**config.mk**
```make
export PLATFORM = sky130hd
export DESIGN_NAME = lds_serial_ctrl
export DESIGN_NICKNAME = d
export VERILOG_FILES = /design/src/lds_serial_ctrl.v
export VERILOG_INCLUDE_DIRS = /design/src
export SDC_FILE = /design/constraint.sdc
export NUM_CORES = 1
export LEC_CHECK = 0
export ABC_AREA = 1
export BUFFER_PORTS_ARGS = -buffer_cell sky130_fd_sc_hd__clkbuf_2
export CAP_MARGIN = 10
export CORE_MARGIN = 4
export CORE_UTILIZATION = 50
export DETAILED_ROUTE_END_ITERATION = 7
export PLACE_DENSITY = 0.77
export SETUP_SLACK_MARGIN = 0.5
export SLEW_MARGIN = 40
export SYNTH_ARGS = -nofsm -noshare
export SYNTH_HDL_FRONTEND = slang
export SYNTH_SLANG_ARGS = --single-unit
export TNS_END_PERCENT = 20
```
**constraint.sdc**
```tcl
create_clock -name ref_clk -period 2.7 [get_ports ref_clk]
set_input_delay 0.405 -clock ref_clk [delete_from_list [all_inputs] [get_ports ref_clk]]
set_output_delay 0.405 -clock ref_clk [all_outputs]
set_load 0.05 [all_outputs]
```
**src/lds_ctrl_defines.vh**
```
// Constants for the LED driver serial control block: address, fields, resets and timing.
`ifndef LDS_CTRL_DEFINES_VH
`define LDS_CTRL_DEFINES_VH

// ----------------------------------------------------------------------------
// Bus address
// ----------------------------------------------------------------------------
// Fixed 7-bit slave address, binary 0011011.
`define LDS_SLAVE_ADDR      7'h1B
// Direction bit value that means a write.
`define LDS_DIR_WRITE       1'b0
// Number of data bytes in one complete set.
`define LDS_DATA_BYTES      2'h3

// ----------------------------------------------------------------------------
// Field positions in the auxiliary level and option byte and in the camera level byte
// ----------------------------------------------------------------------------
// Auxiliary level occupies bits 1..0.
`define LDS_AUX_MSB         1
`define LDS_AUX_LSB         0
// Short dropout delay option bit.
`define LDS_SHORT_DLY_BIT   2
// Forced pump mode field occupies bits 4..3.
`define LDS_FORCE_MSB       4
`define LDS_FORCE_LSB       3
// Camera field split inside the camera level byte.
`define LDS_CAM_HI_MSB      7
`define LDS_CAM_HI_LSB      4
`define LDS_CAM_LO_MSB      3
`define LDS_CAM_LO_LSB      0

// ----------------------------------------------------------------------------
// Pump mode codes and reset values
// ----------------------------------------------------------------------------
`define LDS_MODE_1X         2'h0
`define LDS_MODE_1X5        2'h1
`define LDS_MODE_2X         2'h2
`define LDS_RST_LEVEL       8'h00

// ----------------------------------------------------------------------------
// Timing
// ----------------------------------------------------------------------------
// Core clock rate in MHz.
`define LDS_CLK_MHZ         125
// Normal and short dropout qualification delays in microseconds.
`define LDS_DLY_LONG_US     150000
`define LDS_DLY_SHORT_US    2000
// Glitch filter length in core clock cycles (32 ns at 125 MHz).
`define LDS_FILT_CYC        4

`endif

```
**src/lds_serial_ctrl.v**
```verilog
// Two-wire write-only slave with data latching and charge pump mode control.
`include "lds_ctrl_defines.vh"

// What this block does
// - Camera level picks low or high field
// - Level select high shortens delay to 2ms
// - Level select falling returns pump to 1x in automatic mode
// - Over-temperature disables sources and pump while active
// - Current-set fault disables sources and pump
// - Qualified dropout steps 1x to 1.5x to 2x
// - Dropout must persist the qualification delay
// - Short-delay option bit selects 2ms delay
// - Any serial data update sets pump to 1x, or to the forced mode if one is set
// - Forced pump mode stops automatic switching
// - Receive only, never transmits data
// - Works to 400kHz, filters line glitches
// - Detects START and STOP conditions
// - Eight bits MSB first, then acknowledge clock
// - Holds SDA low through acknowledge high phase
// - Answers only address 0011011
// - Read request to our address is ignored
// - Address then three data bytes, each acknowledged
// - Byte enters holding latch at its acknowledge
// - Complete set survives repeated STARTs, applied at STOP
// - Early STOP ignored, last complete set kept
// - Re-addressed: STOP ignored until new set complete
// - Valid STOP loads holding latches into DACs
// - Zero group disabled, all zero means shutdown
module lds_serial_ctrl
#(
    parameter DLY_LONG_CYC  = `LDS_DLY_LONG_US * `LDS_CLK_MHZ,
    parameter DLY_SHORT_CYC = `LDS_DLY_SHORT_US * `LDS_CLK_MHZ
)
(
    input  wire       ref_clk,
    input  wire       rst_n,
    input  wire       scl,
    input  wire       sda_in,
    output reg        sda_out,
    output reg        sda_oe,
    input  wire       camera_level_select,
    input  wire       over_temp,
    input  wire       current_set_fault,
    input  wire       dropout,
    output reg  [7:0] main_dac,
    output reg        main_en,
    output reg  [3:0] cam_dac,
    output reg        cam_en,
    output reg  [1:0] aux_dac,
    output reg        aux_en,
    output reg  [1:0] pump_mode,
    output reg        pump_en,
    output reg        shutdown,
    output reg        load_pulse
);

    // ------------------------------------------------------------------------
    // Local constants
    // ------------------------------------------------------------------------
    localparam CW = $clog2(DLY_LONG_CYC + 1);   // Dropout counter width.

    // Receiver states.
    localparam [2:0] ST_IDLE = 3'h0;             // Waiting for START.
    localparam [2:0] ST_ADDR = 3'h1;             // Shifting the address byte.
    localparam [2:0] ST_DATA = 3'h2;             // Shifting a data byte.
    localparam [2:0] ST_ACK  = 3'h3;             // Driving the acknowledge bit.
    localparam [2:0] ST_SKIP = 3'h4;             // Not ours, or set complete; wait for START/STOP.

    // ------------------------------------------------------------------------
    // Declarations
    // ------------------------------------------------------------------------
    reg  [5:0]    sync1_r;        // First synchroniser stage, read only by stage two.
    reg  [5:0]    sync2_r;        // Second stage: {scl, sda, cam, ot, rf, drop}.
    reg           scl_f_r;        // Filtered clock line.
    reg           sda_f_r;        // Filtered data line.
    reg  [2:0]    scl_cnt_r;      // Clock line stability counter.
    reg  [2:0]    sda_cnt_r;      // Data line stability counter.
    reg           scl_d_r;        // Filtered clock, one cycle late.
    reg           sda_d_r;        // Filtered data, one cycle late.
    reg  [2:0]    state_r;        // Receiver state.
    reg  [3:0]    bit_cnt_r;      // Bits shifted in the current byte.
    reg  [1:0]    byte_cnt_r;     // Data bytes acknowledged so far.
    reg  [7:0]    shift_r;        // Incoming byte shift register.
    reg  [7:0]    stage0_r;       // Holding latch, first data byte.
    reg  [7:0]    stage1_r;       // Holding latch, second data byte.
    reg  [7:0]    hold_main_r;    // Last complete set, main level.
    reg  [7:0]    hold_cam_r;     // Last complete set, camera levels.
    reg  [7:0]    hold_aux_r;     // Last complete set, auxiliary and options.
    reg           full_r;         // A complete set awaits a STOP.
    reg  [7:0]    main_led_level_r;           // Applied main level.
    reg  [7:0]    camera_led_levels_r;        // Applied camera levels.
    reg  [7:0]    aux_level_and_options_r;    // Applied auxiliary and options.
    reg  [1:0]    mode_r;         // Current pump mode.
    reg           auto_r;         // Automatic mode switching allowed.
    reg  [CW-1:0] dly_cnt_r;      // Dropout persistence counter.
    reg           cam_d_r;        // Level select, one cycle late.

    wire scl_s   = sync2_r[5];
    wire sda_s   = sync2_r[4];
    wire cam_sel = sync2_r[3];
    wire fault   = sync2_r[2] | sync2_r[1];
    wire drop_s  = sync2_r[0];
    wire scl_rise = scl_f_r & ~scl_d_r;
    wire scl_fall = ~scl_f_r & scl_d_r;
    wire start_det = scl_f_r & scl_d_r & sda_d_r & ~sda_f_r;
    wire stop_det  = scl_f_r & scl_d_r & ~sda_d_r & sda_f_r;
    wire short_dly = cam_sel | aux_level_and_options_r[`LDS_SHORT_DLY_BIT];
    wire [CW-1:0] dly_lim = short_dly ? DLY_SHORT_CYC[CW-1:0]
                                      : DLY_LONG_CYC[CW-1:0];
    wire all_zero = (main_led_level_r == `LDS_RST_LEVEL)
                  & (camera_led_levels_r == `LDS_RST_LEVEL)
                  & (aux_level_and_options_r[`LDS_AUX_MSB:`LDS_AUX_LSB] == 2'h0);

    // ------------------------------------------------------------------------
    // Input synchronisers
    // ------------------------------------------------------------------------
    // Every pin passes two flip-flops before anything looks at it.
    always @(posedge ref_clk or negedge rst_n)
    begin
        if (!rst_n)
        begin
            sync1_r <= 6'h30;
            sync2_r <= 6'h30;
        end
        else
        begin
            sync1_r <= {scl, sda_in, camera_level_select, over_temp, current_set_fault, dropout};
            sync2_r <= sync1_r;
        end
    end

    // ------------------------------------------------------------------------
    // Glitch filters
    // ------------------------------------------------------------------------
    // A line changes its filtered level only after it has held the new level
    // for the filter length, so short spikes on a corrupted bus are dropped.
    always @(posedge ref_clk or negedge rst_n)
    begin
        if (!rst_n)
        begin
            scl_f_r   <= 1'b1;
            sda_f_r   <= 1'b1;
            scl_cnt_r <= 3'h0;
            sda_cnt_r <= 3'h0;
            scl_d_r   <= 1'b1;
            sda_d_r   <= 1'b1;
        end
        else
        begin
            scl_d_r <= scl_f_r;
            sda_d_r <= sda_f_r;
            // Clock line filter.
            if (scl_s == scl_f_r)
                scl_cnt_r <= 3'h0;
            else if (scl_cnt_r == `LDS_FILT_CYC - 1)
            begin
                scl_f_r   <= scl_s;
                scl_cnt_r <= 3'h0;
            end
            else
                scl_cnt_r <= scl_cnt_r + 3'h1;
            // Data line filter.
            if (sda_s == sda_f_r)
                sda_cnt_r <= 3'h0;
            else if (sda_cnt_r == `LDS_FILT_CYC - 1)
            begin
                sda_f_r   <= sda_s;
                sda_cnt_r <= 3'h0;
            end
            else
                sda_cnt_r <= sda_cnt_r + 3'h1;
        end
    end

    // ------------------------------------------------------------------------
    // Serial receiver
    // ------------------------------------------------------------------------
    // Bits are taken on the clock rising edge; the acknowledge is driven from
    // the falling edge after the eighth bit until the next falling edge, so
    // the line is steady low for the whole high phase of the ninth clock.
    // The only value ever driven is low: the block never sends data.
    always @(posedge ref_clk or negedge rst_n)
    begin
        if (!rst_n)
        begin
            state_r     <= ST_IDLE;
            bit_cnt_r   <= 4'h0;
            byte_cnt_r  <= 2'h0;
            shift_r     <= 8'h00;
            stage0_r    <= 8'h00;
            stage1_r    <= 8'h00;
            hold_main_r <= 8'h00;
            hold_cam_r  <= 8'h00;
            hold_aux_r  <= 8'h00;
            full_r      <= 1'b0;
            sda_out     <= 1'b0;
            sda_oe      <= 1'b0;
            load_pulse  <= 1'b0;
            main_led_level_r        <= `LDS_RST_LEVEL;
            camera_led_levels_r     <= `LDS_RST_LEVEL;
            aux_level_and_options_r <= `LDS_RST_LEVEL;
        end
        else
        begin
            sda_out    <= 1'b0;
            load_pulse <= 1'b0;
            if (start_det)
            begin
                // START or repeated START: a held complete set stays armed.
                state_r   <= ST_ADDR;
                bit_cnt_r <= 4'h0;
                sda_oe    <= 1'b0;
            end
            else if (stop_det)
            begin
                state_r <= ST_IDLE;
                sda_oe  <= 1'b0;
                // Only a complete set is applied; otherwise STOP is ignored.
                if (full_r)
                begin
                    main_led_level_r        <= hold_main_r;
                    camera_led_levels_r     <= hold_cam_r;
                    aux_level_and_options_r <= hold_aux_r;
                    load_pulse              <= 1'b1;
                    full_r                  <= 1'b0;
                end
            end
            else
            begin
                case (state_r)
                    ST_ADDR, ST_DATA:
                    begin
                        // Shift in most significant bit first.
                        if (scl_rise)
                        begin
                            shift_r   <= {shift_r[6:0], sda_f_r};
                            bit_cnt_r <= bit_cnt_r + 4'h1;
                        end
                        else if (scl_fall && bit_cnt_r == 4'h8)
                        begin
                            if (state_r == ST_ADDR)
                            begin
                                if (shift_r[7:1] == `LDS_SLAVE_ADDR &&
                                    shift_r[0] == `LDS_DIR_WRITE)
                                begin
                                    sda_oe     <= 1'b1;
                                    state_r    <= ST_ACK;
                                    byte_cnt_r <= 2'h0;
                                    full_r     <= 1'b0;
                                end
                                else
                                    state_r <= ST_SKIP;
                            end
                            else
                            begin
                                // Latch the byte as its acknowledge starts.
                                sda_oe     <= 1'b1;
                                state_r    <= ST_ACK;
                                byte_cnt_r <= byte_cnt_r + 2'h1;
                                case (byte_cnt_r)
                                    2'h0:    stage0_r <= shift_r;
                                    2'h1:    stage1_r <= shift_r;
                                    default:
                                    begin
                                        hold_main_r <= stage0_r;
                                        hold_cam_r  <= stage1_r;
                                        hold_aux_r  <= shift_r;
                                        full_r      <= 1'b1;
                                    end
                                endcase
                            end
                        end
                    end
                    ST_ACK:
                    begin
                        // Release after the acknowledge clock; extra bytes go unanswered.
                        if (scl_fall)
                        begin
                            sda_oe    <= 1'b0;
                            bit_cnt_r <= 4'h0;
                            state_r   <= (byte_cnt_r == `LDS_DATA_BYTES) ? ST_SKIP : ST_DATA;
                        end
                    end
                    ST_SKIP:
                        sda_oe <= 1'b0;
                    default:
                        sda_oe <= 1'b0;
                endcase
            end
        end
    end

    // ------------------------------------------------------------------------
    // Charge pump mode sequencing
    // ------------------------------------------------------------------------
    // A new data set restarts at 1x or jumps to a forced mode; in automatic
    // mode a dropout held for the full delay steps the pump up one mode.
    always @(posedge ref_clk or negedge rst_n)
    begin
        if (!rst_n)
        begin
            mode_r    <= `LDS_MODE_1X;
            auto_r    <= 1'b1;
            dly_cnt_r <= {CW{1'b0}};
            cam_d_r   <= 1'b0;
        end
        else
        begin
            cam_d_r <= cam_sel;
            if (load_pulse)
            begin
                dly_cnt_r <= {CW{1'b0}};
                case (aux_level_and_options_r[`LDS_FORCE_MSB:`LDS_FORCE_LSB])
                    2'h0:
                    begin
                        mode_r <= `LDS_MODE_1X;
                        auto_r <= 1'b1;
                    end
                    2'h1:
                    begin
                        mode_r <= `LDS_MODE_1X5;
                        auto_r <= 1'b0;
                    end
                    default:
                    begin
                        mode_r <= `LDS_MODE_2X;
                        auto_r <= 1'b0;
                    end
                endcase
            end
            else if (!auto_r)
                dly_cnt_r <= {CW{1'b0}};
            else if (cam_d_r && !cam_sel)
            begin
                mode_r    <= `LDS_MODE_1X;
                dly_cnt_r <= {CW{1'b0}};
            end
            else if (!drop_s || mode_r == `LDS_MODE_2X || fault || all_zero)
                dly_cnt_r <= {CW{1'b0}};
            else if (dly_cnt_r >= dly_lim - 1'b1)
            begin
                mode_r    <= mode_r + 2'h1;
                dly_cnt_r <= {CW{1'b0}};
            end
            else
                dly_cnt_r <= dly_cnt_r + 1'b1;
        end
    end

    // ------------------------------------------------------------------------
    // Output stage
    // ------------------------------------------------------------------------
    // Faults force every source and the pump off; they come back as soon as
    // the fault input clears, so thermal cycling follows the sensor.
    always @(posedge ref_clk or negedge rst_n)
    begin
        if (!rst_n)
        begin
            main_dac  <= 8'h00;
            main_en   <= 1'b0;
            cam_dac   <= 4'h0;
            cam_en    <= 1'b0;
            aux_dac   <= 2'h0;
            aux_en    <= 1'b0;
            pump_mode <= `LDS_MODE_1X;
            pump_en   <= 1'b0;
            shutdown  <= 1'b1;
        end
        else
        begin
            main_dac <= main_led_level_r;
            cam_dac  <= cam_sel
                      ? camera_led_levels_r[`LDS_CAM_HI_MSB:`LDS_CAM_HI_LSB]
                      : camera_led_levels_r[`LDS_CAM_LO_MSB:`LDS_CAM_LO_LSB];
            aux_dac  <= aux_level_and_options_r[`LDS_AUX_MSB:`LDS_AUX_LSB];
            main_en  <= !fault && (main_led_level_r != 8'h00);
            cam_en   <= !fault && (cam_sel
                      ? camera_led_levels_r[`LDS_CAM_HI_MSB:`LDS_CAM_HI_LSB] != 4'h0
                      : camera_led_levels_r[`LDS_CAM_LO_MSB:`LDS_CAM_LO_LSB] != 4'h0);
            aux_en   <= !fault && (aux_level_and_options_r[`LDS_AUX_MSB:`LDS_AUX_LSB] != 2'h0);
            pump_en  <= !fault && !all_zero;
            pump_mode <= mode_r;
            shutdown <= all_zero;
        end
    end

endmodule

```
After elaboration in Yosys (flattened, before gate mapping)
Index checks and enable logic that the tools add are counted.
{"block": "totals", "regBits": 150, "input_bits": 8, "out_inout_bits": 24, "wordCells": 189}
{"block": "op_classes", "add_sub_neg": 7, "magnitude_cmp": 1, "n_eq_ne": 25, "n_mux": 53, "bitwise_logic": 23, "reduce_logical": 44}
{"operator": "two-way mux 25 bit", "count": 6}
{"operator": "two-way mux 3 bit", "count": 12}
{"operator": "adder 25 x 1 -> 25 bit (second input constant)", "count": 1}
{"operator": ">= comparator 25 bit", "count": 1}
{"operator": "subtractor 25 x 1 -> 25 bit (second input constant)", "count": 1}
{"operator": "AND reduction 7 bit", "count": 3}
{"operator": "two-way mux 4 bit", "count": 5}
{"operator": "two-way mux 1 bit", "count": 19}
{"operator": "zero test 8 bit", "count": 2}
{"operator": "AND reduction 4 bit", "count": 4}
{"operator": "two-way mux 2 bit", "count": 7}
{"operator": "equality test 3 x 2 -> 1 bit (second input constant)", "count": 4}
{"operator": "inequality test 4 bit (second input constant)", "count": 3}
{"operator": "NOT 1 bit", "count": 12}
{"operator": "AND reduction 6 bit", "count": 2}
{"operator": "nonzero test 4 bit", "count": 3}
{"operator": "AND 1 bit", "count": 9}
{"operator": "inequality test 3 bit (second input constant)", "count": 3}
{"operator": "case mux 4 bit (2 select lines)", "count": 1}
{"operator": "nonzero test 2 bit", "count": 4}
{"operator": "nonzero test 8 bit", "count": 1}
{"operator": "equality test 7 x 5 -> 1 bit (second input constant)", "count": 1}
{"operator": "logical AND 1 bit", "count": 7}
{"operator": "adder 3 x 1 -> 3 bit (second input constant)", "count": 2}
{"operator": "other kinds (23)", "count": 40}

Logic depth before layout (Yosys ltp)
Gate-level depths: netlist (run 1).
{"block": "depth", "ltp_word": 9, "mapped_depth": 14, "mapped_depth_nobuf": 14}

Least setup slack after synthesis (run 1)
Ideal clock, no wire load.
{"block": "synth_timing", "path_type": "flip-flop to flip-flop", "startpoint": "register sync2_r[3]", "endpoint": "register dly_cnt_r[22]", "t_arrival_ns": 1.910, "required_time_ns": 2.614, "setup_slack_ns": 0.704, "stages_incl_launch_ff": 15, "cell_sequence": "dfrtp_1 > inv_1 > nand2_2 > ha_1 > nand2_1 > inv_1 > nand2_1 > nand2_1 > nor2_1 > o21bai_1 > a21oi_1 > and2_1 > nand3_2 > buf_2 > nor3_1"}
{"block": "synth_via", "elab_chain_len": 9, "elab_cells_between_ends": 11}
{"element": "start, declared", "line_no": "lds_serial_ctrl.v:73", "rtl": "reg [5:0] sync2_r;"}
{"element": "start signal, assigned", "line_no": "lds_serial_ctrl.v:128", "rtl": "sync2_r <= sync1_r;"}
{"element": "bitwise OR 1 bit", "line_no": "lds_serial_ctrl.v:107", "rtl": "wire short_dly = cam_sel | aux_level_and_options_r[`LDS_SHORT_DLY_BIT];"}
{"element": "two-way mux 25 bit", "line_no": "lds_serial_ctrl.v:108", "rtl": "wire [CW-1:0] dly_lim = short_dly ? DLY_SHORT_CYC[CW-1:0]"}
{"element": "subtractor 25 x 1 -> 25 bit", "line_no": "lds_serial_ctrl.v:340", "rtl": "else if (dly_cnt_r >= dly_lim - 1'b1)"}
{"element": ">= comparator 25 bit", "line_no": "lds_serial_ctrl.v:340"}
{"element": "two-way mux 25 bit", "line_no": "lds_serial_ctrl.v:340"}
{"element": "two-way mux 25 bit", "line_no": "lds_serial_ctrl.v:338", "rtl": "else if (!drop_s || mode_r == `LDS_MODE_2X || fault || all_zero)"}
{"element": "two-way mux 25 bit *", "line_no": "lds_serial_ctrl.v:333", "rtl": "else if (cam_d_r && !cam_sel)"}
{"element": "two-way mux 25 bit *", "line_no": "lds_serial_ctrl.v:331", "rtl": "else if (!auto_r)"}
{"element": "two-way mux 25 bit *", "line_no": "lds_serial_ctrl.v:310", "rtl": "if (load_pulse)"}
{"element": "end signal, assigned", "line_no": "lds_serial_ctrl.v:312", "rtl": "dly_cnt_r <= {CW{1'b0}};"}
{"element": "end signal, assigned", "line_no": "lds_serial_ctrl.v:332", "rtl": "dly_cnt_r <= {CW{1'b0}};"}
{"element": "end signal, assigned", "line_no": "lds_serial_ctrl.v:339", "rtl": "dly_cnt_r <= {CW{1'b0}};"}
{"element": "end, declared", "line_no": "lds_serial_ctrl.v:95", "rtl": "reg [CW-1:0] dly_cnt_r;"}
Mark *: on every way between the ends. The rest lies on a longest branch, timed or not.
A chain may end at the register's enable or synchronous reset.

Worst setup path after layout (run 1)
{"block": "layout_timing", "startpoint": "register state_r[1]", "endpoint": "register hold_cam_r[6]"}
{"block": "layout_via", "elab_chain_len": 3, "elab_cells_between_ends": 5}
{"element": "start, declared", "line_no": "lds_serial_ctrl.v:80", "rtl": "reg [2:0] state_r;"}
{"element": "start signal, assigned", "line_no": "lds_serial_ctrl.v:281", "rtl": "state_r <= (byte_cnt_r == `LDS_DATA_BYTES) ? ST_SKIP : ST_DATA;"}
{"element": "equality test 3 x 1 -> 1 bit or equality test 3 x 2 -> 1 bit (tied branches)", "line_no": "lds_serial_ctrl.v:230, lds_serial_ctrl.v:241"}
{"element": "OR reduction 2 bit or NOT 1 bit (tied branches)"}
{"element": "AND reduction 7 bit (no source line) *"}
{"element": "end signal, assigned", "line_no": "lds_serial_ctrl.v:266", "rtl": "hold_cam_r <= stage1_r;"}
{"element": "end, declared", "line_no": "lds_serial_ctrl.v:87", "rtl": "reg [7:0] hold_cam_r;"}
Marked as above.

==> results of run 1 <==
critical path, delay by kind of cell, from the launching register on:
family,cells,cell delay [ns]
AND/OR/NAND/NOR,3,0.67
buffers and inverters,2,0.24
AO/OA/AOI/OAI,1,0.30
flip-flops,1,0.40
multiplexers,1,0.41
worst paths after layout:
path	startpoint	endpoint	slack, ns	depth (start not counted)
setup / recovery	state_r[1]	hold_cam_r[6]	0.56	7
hold / removal	scl	sync1_r[5]	0.07	1
setup reg to reg	state_r[1]	hold_cam_r[6]	0.56	7
hold reg to reg	sync1_r[3]	sync2_r[3]	0.35	0
max in group asynchronous	rst_n	dly_cnt_r[11]	1.42	3
min in group asynchronous	rst_n	dly_cnt_r[24]	0.54	2
cell usage after synthesis (7+ instances only):
master      n  area, sq um
dfrtp_1   140         3500
o21ai_0    58          290
dfstp_2    10          263
nand3_1    19         95.1
a21oi_1    14         70.1
clkbuf_1    7         26.3
inv_1      77          289
nand4_1    15         93.8
ha_1       16          200
nor3_1     19         95.1
nand2_1   158          593
nor2_1     78          293
mux2_4     10          150
xor2_1      8         70.1
power by group through the flow:
stage | Combinational [uW] | Clock [uW] | Sequential [uW]
2_1_floorplan | 547 | 0 | 2540
3_3_place_gp | 720 | 0 | 2550
3_5_place_dp | 755 | 0 | 2570
4_1_cts | 767 | 2390 | 2530
5_1_grt | 917 | 2500 | 2550
6_report | 798 | 2340 | 2530
through the flow:
stage / util / hold slack, ns / setup slack [ns] / power, uW
5_1_grt: 0.598 / 0.0502 / 0.364 / 5960
6_report: 0.598 / 0.0685 / 0.562 / 5670
3_3_place_gp: 0.540 / 0.332 / 0.627 / 3270
4_1_cts: 0.589 / 0.0479 / 0.507 / 5680
2_1_floorplan: - / 0.109 / 0.704 / 3090
3_5_place_dp: 0.540 / 0.336 / 0.489 / 3320
repair_timing:
item	4_1_cts	5_1_grt
setup endpoints to repair	14	62
pin swaps	0	2
hold buffers	1	0
gates resized for setup	2	18
buffers inserted	0	2
cloned	0	2
hold endpoints to repair	62	0
flip-flops by register name, indices dropped and copies added (netlist names), 2 cells and up:
register,flops
pump_mode,2
dly_cnt_r,25
hold_cam_r,8
cam_dac,4
camera_led_levels_r,8
sync2_r,6
sync1_r,6
shift_r,8
hold_main_r,8
mode_r,2
sda_cnt_r,3
stage0_r,8
hold_aux_r,5
main_dac,8
stage1_r,8
state_r,3
aux_level_and_options_r,5
bit_cnt_r,4
aux_dac,2
scl_cnt_r,3
byte_cnt_r,2
main_led_level_r,8
logic make-up (layout without fill, tap and decap cells):
kind of cell,after synthesis,after routing,synth area share
AO/OA/AOI/OAI,84,84,0.0690
other,1,1,0.000584
buffers and inverters,91,150,0.0556
AND/OR/NAND/NOR,308,310,0.206
XOR/XNOR,12,12,0.0164
multiplexers,16,16,0.0339
adder cells (fa/ha/maj),16,16,0.0312
flip-flops,150,150,0.587
final cells by class:
type	count	area, sq um	share of cell area
repair buffers	39	251	0.0334
multi-input cells	439	2390	0.318
flip-flops and latches	150	3770	0.501
well taps	172	215	0.0286
inverters	79	297	0.0394
clock buffers	20	457	0.0607
clock inverters	12	141	0.0188
metal layers:
| metal | GRT usage | wire (microns) | share of wire | up-vias |
|---|---|---|---|---|
| li1 | - | - | - | 2288 |
| met1 | 0.218 | 5350 | 0.43 | 2278 |
| met2 | 0.291 | 6220 | 0.51 | 89 |
| met3 | 0.0457 | 509 | 0.041 | 18 |
| met4 | 0.0735 | 224 | 0.018 | 0 |
| met5 | 0 | 0 | 0 | - |
==> summary.md, run 1 <==
| Metric | Value |
|---|---|
| Vias/cell | 5.13 |
| Crit-path cells | inv_1 > nand3_2 > a21oi_2 > nand2_1 > inv_2 > nand4_4 > mux2_4 |
| Synth Register Bits | 150 |
| First DRT Iteration DRCs | 232 |
| Seq/Total Area, Yosys | 0.587 |
| EDFF count, synth | 0 |
| Commonest non-fill, non-tap cell in the layout | nand2_1 |
| DIE WIDTH | 121 microns |
| Rel. slew slack | 0.611 |
| Post-route clock period utilization | 0.792 |
| CP required | 3.00 ns |
| CTS root buffer | clkbuf_16 |
| Placed Area | 6790 sq um |
| Min Tclk post-route | 2.14 ns |
| Leak | 0.00369 uW |
| First-pass GRT wire length | 20400 microns |
| Setup tns final | 0 ns |
| Yosys warns | 0 |
| Fin cells | 911 |
| Area Growth Syn to Fin | 17.2% |
| Combinational group share of total power | 0.141 |
| Switching Share | 0.279 |
| Final setup fails | 0 |
| Fraction of final layout cells with drive strength greater than 1 | 0.169 |
| Chip height | 121 microns |
| Setup Skew | 0.00915 ns |
| RSZ-0062 raised after global routing | yes |
| Leading cell types in the layout, fill and taps excluded | nand2_1 (157), dfrtp_1 (140), nor2_1 (76), inv_1 (75), o21ai_0 (58) |
| Final Hold Fails | 0 |
| Routability cong. | 0.877 |
| Via count | 4673 |
| Flop pwr share | 0.446 |
| Final WL | 12300 microns |
| CP max stage delay | 0.41 ns |
| CTS H-tree lvls | 4 |
| Post-Syn Nets | 702 |
| IO Pins | 32 |
| DRC | 0 |
| Antenna Cells | 0 |
| Max Root-Sink Buffers | 2 |
| Status | completed |
| Initial antenna violation count | 0 |
| Cell Pwr Density | 754 nW/um^2 |
| Mapped Area | 6420 sq um |
| Detail Route Antenna Nets | 0 |
| Congestion Overflow GR | 0 |
| Drt first pass iters | 5 |
| Worst VDD drop | 0.500 mV |
| Hold crit path type | input port to flop |
| Crit-path max FO | 13 |
| Critical Path Slowest Stage Cell | mux2_4 |
| Pin count of the biggest net entering global routing | 68 |
| Tightest Pin Transition | 0.584 ns |
| Startpoint types | flop |
| Cells after Synth | 678 |
| Sw Pwr | 1580 uW |
| Int Power | 4080 uW |
| CTS tree | built |
| Netlist cell types | 41 |
| # fillers | 998 |
| Fmax | 0.468 GHz |
| Cell Rows | 41 |
| CP Capture Type | flop |
| Fin. max-slew vios | 0 |
| Die Area | 14700 sq um |
| Clock share of power | 0.413 |
| Max-cap violations | 0 |
| GRT Resource Usage Total | 0.176 |
| DP Cell Count | 874 |
| CP arrival | 2.44 ns |
| Initial Util | 0.511 |
| HPWL after DPL | 8150 microns |
| Post-route cell area | 7520 sq um |
| Per-cell routed wire length | 13.5 microns |
| Final net count | 750 |
| CTS buffer count | 17 |
| Mapped Avg Cell Area | 9.47 sq um |
| Crit path kind | flop to flop |
| I/O Buffers | 30 |
| Clock Latency Late Sink | 0.42 ns |
| Synth async-reset ratio | 1.00 |
| Top FF cell, synth | dfrtp_1 |
| Clock-pin slew on the worst setup and hold paths | 0.06 ns |
| Core Area | 12600 sq um |
| Vias in the first global route | 4481 |
| Sink Count | 150 |
No activity file was read; power rests on OpenSTA's default activity.
==> run 2, diff against run 1 <==
--- a/config.mk
+++ b/config.mk
@@ -12,7 +12,7 @@
 export CORE_MARGIN = 4
 export CORE_UTILIZATION = 50
 export DETAILED_ROUTE_END_ITERATION = 7
-export PLACE_DENSITY = 0.77
+export PLACE_DENSITY = 0.8
 export SETUP_SLACK_MARGIN = 0.5
 export SLEW_MARGIN = 40
 export SYNTH_ARGS = -nofsm -noshare
==> constraint.sdc (replaced) <==
create_clock -name ref_clk -period 1.9 [get_ports ref_clk]
set_input_delay 0.285 -clock ref_clk [delete_from_list [all_inputs] [get_ports ref_clk]]
set_output_delay 0.285 -clock ref_clk [all_outputs]
set_load 0.05 [all_outputs]
==> run 2 against run 1 <==
Against the previous run:
- the flow now finishes with violations (negative setup slack)
- global-route usage increased by 3.7 points
- register-to-register slack got worse by 0.76 ns
- routed wire length increased by 28%
- critical path depth increased by 6
- maximum frequency increased by 2.1%
- highest routed layer unchanged
==> summary.md, run 2 (synthesized netlist as in run 1, its figures left out) <==
| Metric | Value |
|---|---|
| Vias in the first global route | 5174 (+15%) |
| Clock-pin slew on the worst setup and hold paths | 0.06 ns (about the same) |
| Crit. Startpoint | aux_level_and_options_r[2] |
| Place WS | -0.172 ns (-0.661 ns) |
| Routability cong. | 0.870 (-0.84%) |
| # fillers | 850 (-15%) |
| Cell Rows | 41 (unchanged) |
| Total Power | 8560 uW (+51%) |
| Crit path kind | flop to flop |
| Max Root-Sink Buffers | 2 (unchanged) |
| DP Cell Count | 894 (+2.3%) |
| DIE WIDTH | 121 microns (unchanged) |
| Cell Pwr Density | 1030 nW/um^2 (+36%) |
| Area of the multi-input gates | 2860 sq um (+20%) |
| Fmax | 0.477 GHz (+2.1%) |
| CP max stage delay | 0.42 ns (about the same) |
| CTS root buffer | clkbuf_16 |
| First-pass GRT wire length | 24700 microns (+21%) |
| Setup Skew | 0.00854 ns (-0.000606 ns) |
| Min Tclk post-route | 2.10 ns (-0.0430 ns) |
| Final WL | 15800 microns (+28%) |
| Detail Route Antenna Nets | 0 (unchanged) |
| CP required | 2.20 ns (-0.80 ns) |
| Hold_ws | 0.350 ns (+0.282 ns) |
| Post-route clock period utilization | 1.10 (+0.311) |
| Chip height | 121 microns (unchanged) |
| Hold crit path type | flop to flop |
| Fraction of final layout cells with drive strength greater than 1 | 0.310 (+0.141) |
| Sequential cell area | 3770 sq um (about the same) |
| Critical Path Slowest Stage Cell | dfrtp_1 |
| Drt first pass iters | 5 (unchanged) |
| Commonest non-fill, non-tap cell in the layout | dfrtp_1 |
| Via count | 5088 (+8.9%) |
| CTS buffer count | 17 (unchanged) |
| CP Capture Type | flop |
| Clock Latency Late Sink | 0.43 ns (about the same) |
| Initial Util | 0.511 (unchanged) |
| CTS tree | built |
| Final setup fails | 27 (+27) |
| Final net count | 778 (+3.7%) |
| Leak | 0.00405 uW (+9.6%) |
| Die Area | 14700 sq um (unchanged) |
| CTS H-tree lvls | 4 (unchanged) |
| Pin count of the biggest net entering global routing | 49 (-28%) |
| Startpoint types | flop |
| CP arrival | 2.40 ns (-0.04 ns) |
| I/O Buffers | 30 (unchanged) |
| Core Area | 12600 sq um (unchanged) |
| RSZ-0062 raised after global routing | yes |
| GRT Resource Usage Total | 0.213 (+0.0370) |
| Fin. max-slew vios | 0 (unchanged) |
| Worst VDD drop | 0.905 mV (+81%) |
| Per-cell routed wire length | 16.8 microns (+24%) |
| Failing checks | negative setup slack |
| Congestion Overflow GR | 0 (unchanged) |
| First DRT Iteration DRCs | 338 (+46%) |
| Register with the most flip-flops | dly_cnt_r |
| Antenna Cells | 0 (unchanged) |
| Fin cells | 939 (+3.1%) |
| Fin util | 0.664 (+0.0659) |
| Crit-path max FO | 25 (+12) |
| DRC | 0 (unchanged) |
| Sink Count | 150 (unchanged) |
| Final Hold Fails | 0 (unchanged) |
| Fin worst setup slack | -0.195 ns (-0.757 ns) |
| IO Pins | 32 (unchanged) |
| HPWL after DPL | 8700 microns (+6.8%) |
| Hold path startpoint | sync1_r[0] |
| Reg2reg start | aux_level_and_options_r[2] |
| Leading cell types in the layout, fill and taps excluded | dfrtp_1 (139), nand2_1 (101), nor2_1 (75), inv_1 (65), nand2_2 (31) |
| Critical Path Most Common Cell | nor2_1 |
| Max-cap violations | 0 (unchanged) |
| Status | finished with violations |
| Crit-path cells | inv_4 > buf_4 > nand2_8 > ha_4 > nand2_1 > nor2_1 > nand4_1 > nor2_1 > nand2_1 > buf_4 > nand3_2 > buf_12 > nor2_1 |
| Initial antenna violation count | 0 (unchanged) |
| Area Growth Syn to Fin | 30.1% |
| Max reg flops | 25 (unchanged) |
| Vias/cell | 5.42 (+5.6%) |
-- run 2: changes by cell type in the layout (fill, tap and decap cells not counted), sizes merged --
| cell | previous run | this run |
|---|---|---|
| clkbuf | 49 | 47 |
| buf | 9 | 33 |
| nand4 | 17 | 16 |
| clkinvlp | 4 | 2 |
| inv | 83 | 86 |
| dlygate4sd3 | 1 | 7 |
-- run 2: worst paths after layout --
kind                                 end  depth (start not counted)  slack [ns]
max                        dly_cnt_r[10]                         13       -0.20
min in group asynchronous   sda_cnt_r[0]                          2        0.38
min reg2reg                   sync2_r[0]                          0        0.35
min                           sync2_r[0]                          0        0.35
max reg2reg                dly_cnt_r[10]                         13       -0.20
max in group asynchronous   dly_cnt_r[3]                          3        0.90
-- run 2: power breakdown --
group	internal, uW	switching, uW	leakage, uW
combinational	483	966	0.00173
clock	2020	1430	0.000291
sequential	3450	211	0.00202
-- run 2: cell type report --
class | instances | share of cell area
multi-input combinational | 438 | 0.343
sequential | 150 | 0.451
clock buffer | 19 | 0.0531
inverter | 79 | 0.0396
timing repair buffer | 68 | 0.0684
tap | 172 | 0.0258
clock inverter | 13 | 0.0193
-- run 2: metrics by stage --
stage	setup TNS [ns]	area, sq um
2_1_floorplan	0	6470
6_report	-4.47	8350
3_3_place_gp	0	7020
3_5_place_dp	-1.89	7020
4_1_cts	-1.18	8140
5_1_grt	-7.91	8350
-- run 2: repair_timing --
action	4_1_cts	5_1_grt
setup buffers	4	1
endpoints found under the hold margin	40	1
hold buffers	6	1
setup endpoints to repair	103	106
resized for setup	155	45
cloned	1	0
pin swaps	59	44
-- run 2: metal layers --
metal	wire length, microns	part of all wire	GRT usage	up-vias
met5	0	0	0	-
met4	472	0.030	0.0826	0
met3	810	0.051	0.0541	47
met2	8360	0.53	0.369	197
met1	6120	0.39	0.254	2502
li1	-	-	-	2342
-- run 2: critical path, delay by kind of cell (launching register included) --
| family | cells | cell delay (ns) |
|---|---|---|
| buf+inv | 4 | 0.59 |
| flops | 1 | 0.42 |
| fa+ha+maj | 1 | 0.27 |
| simple gates | 8 | 0.69 |
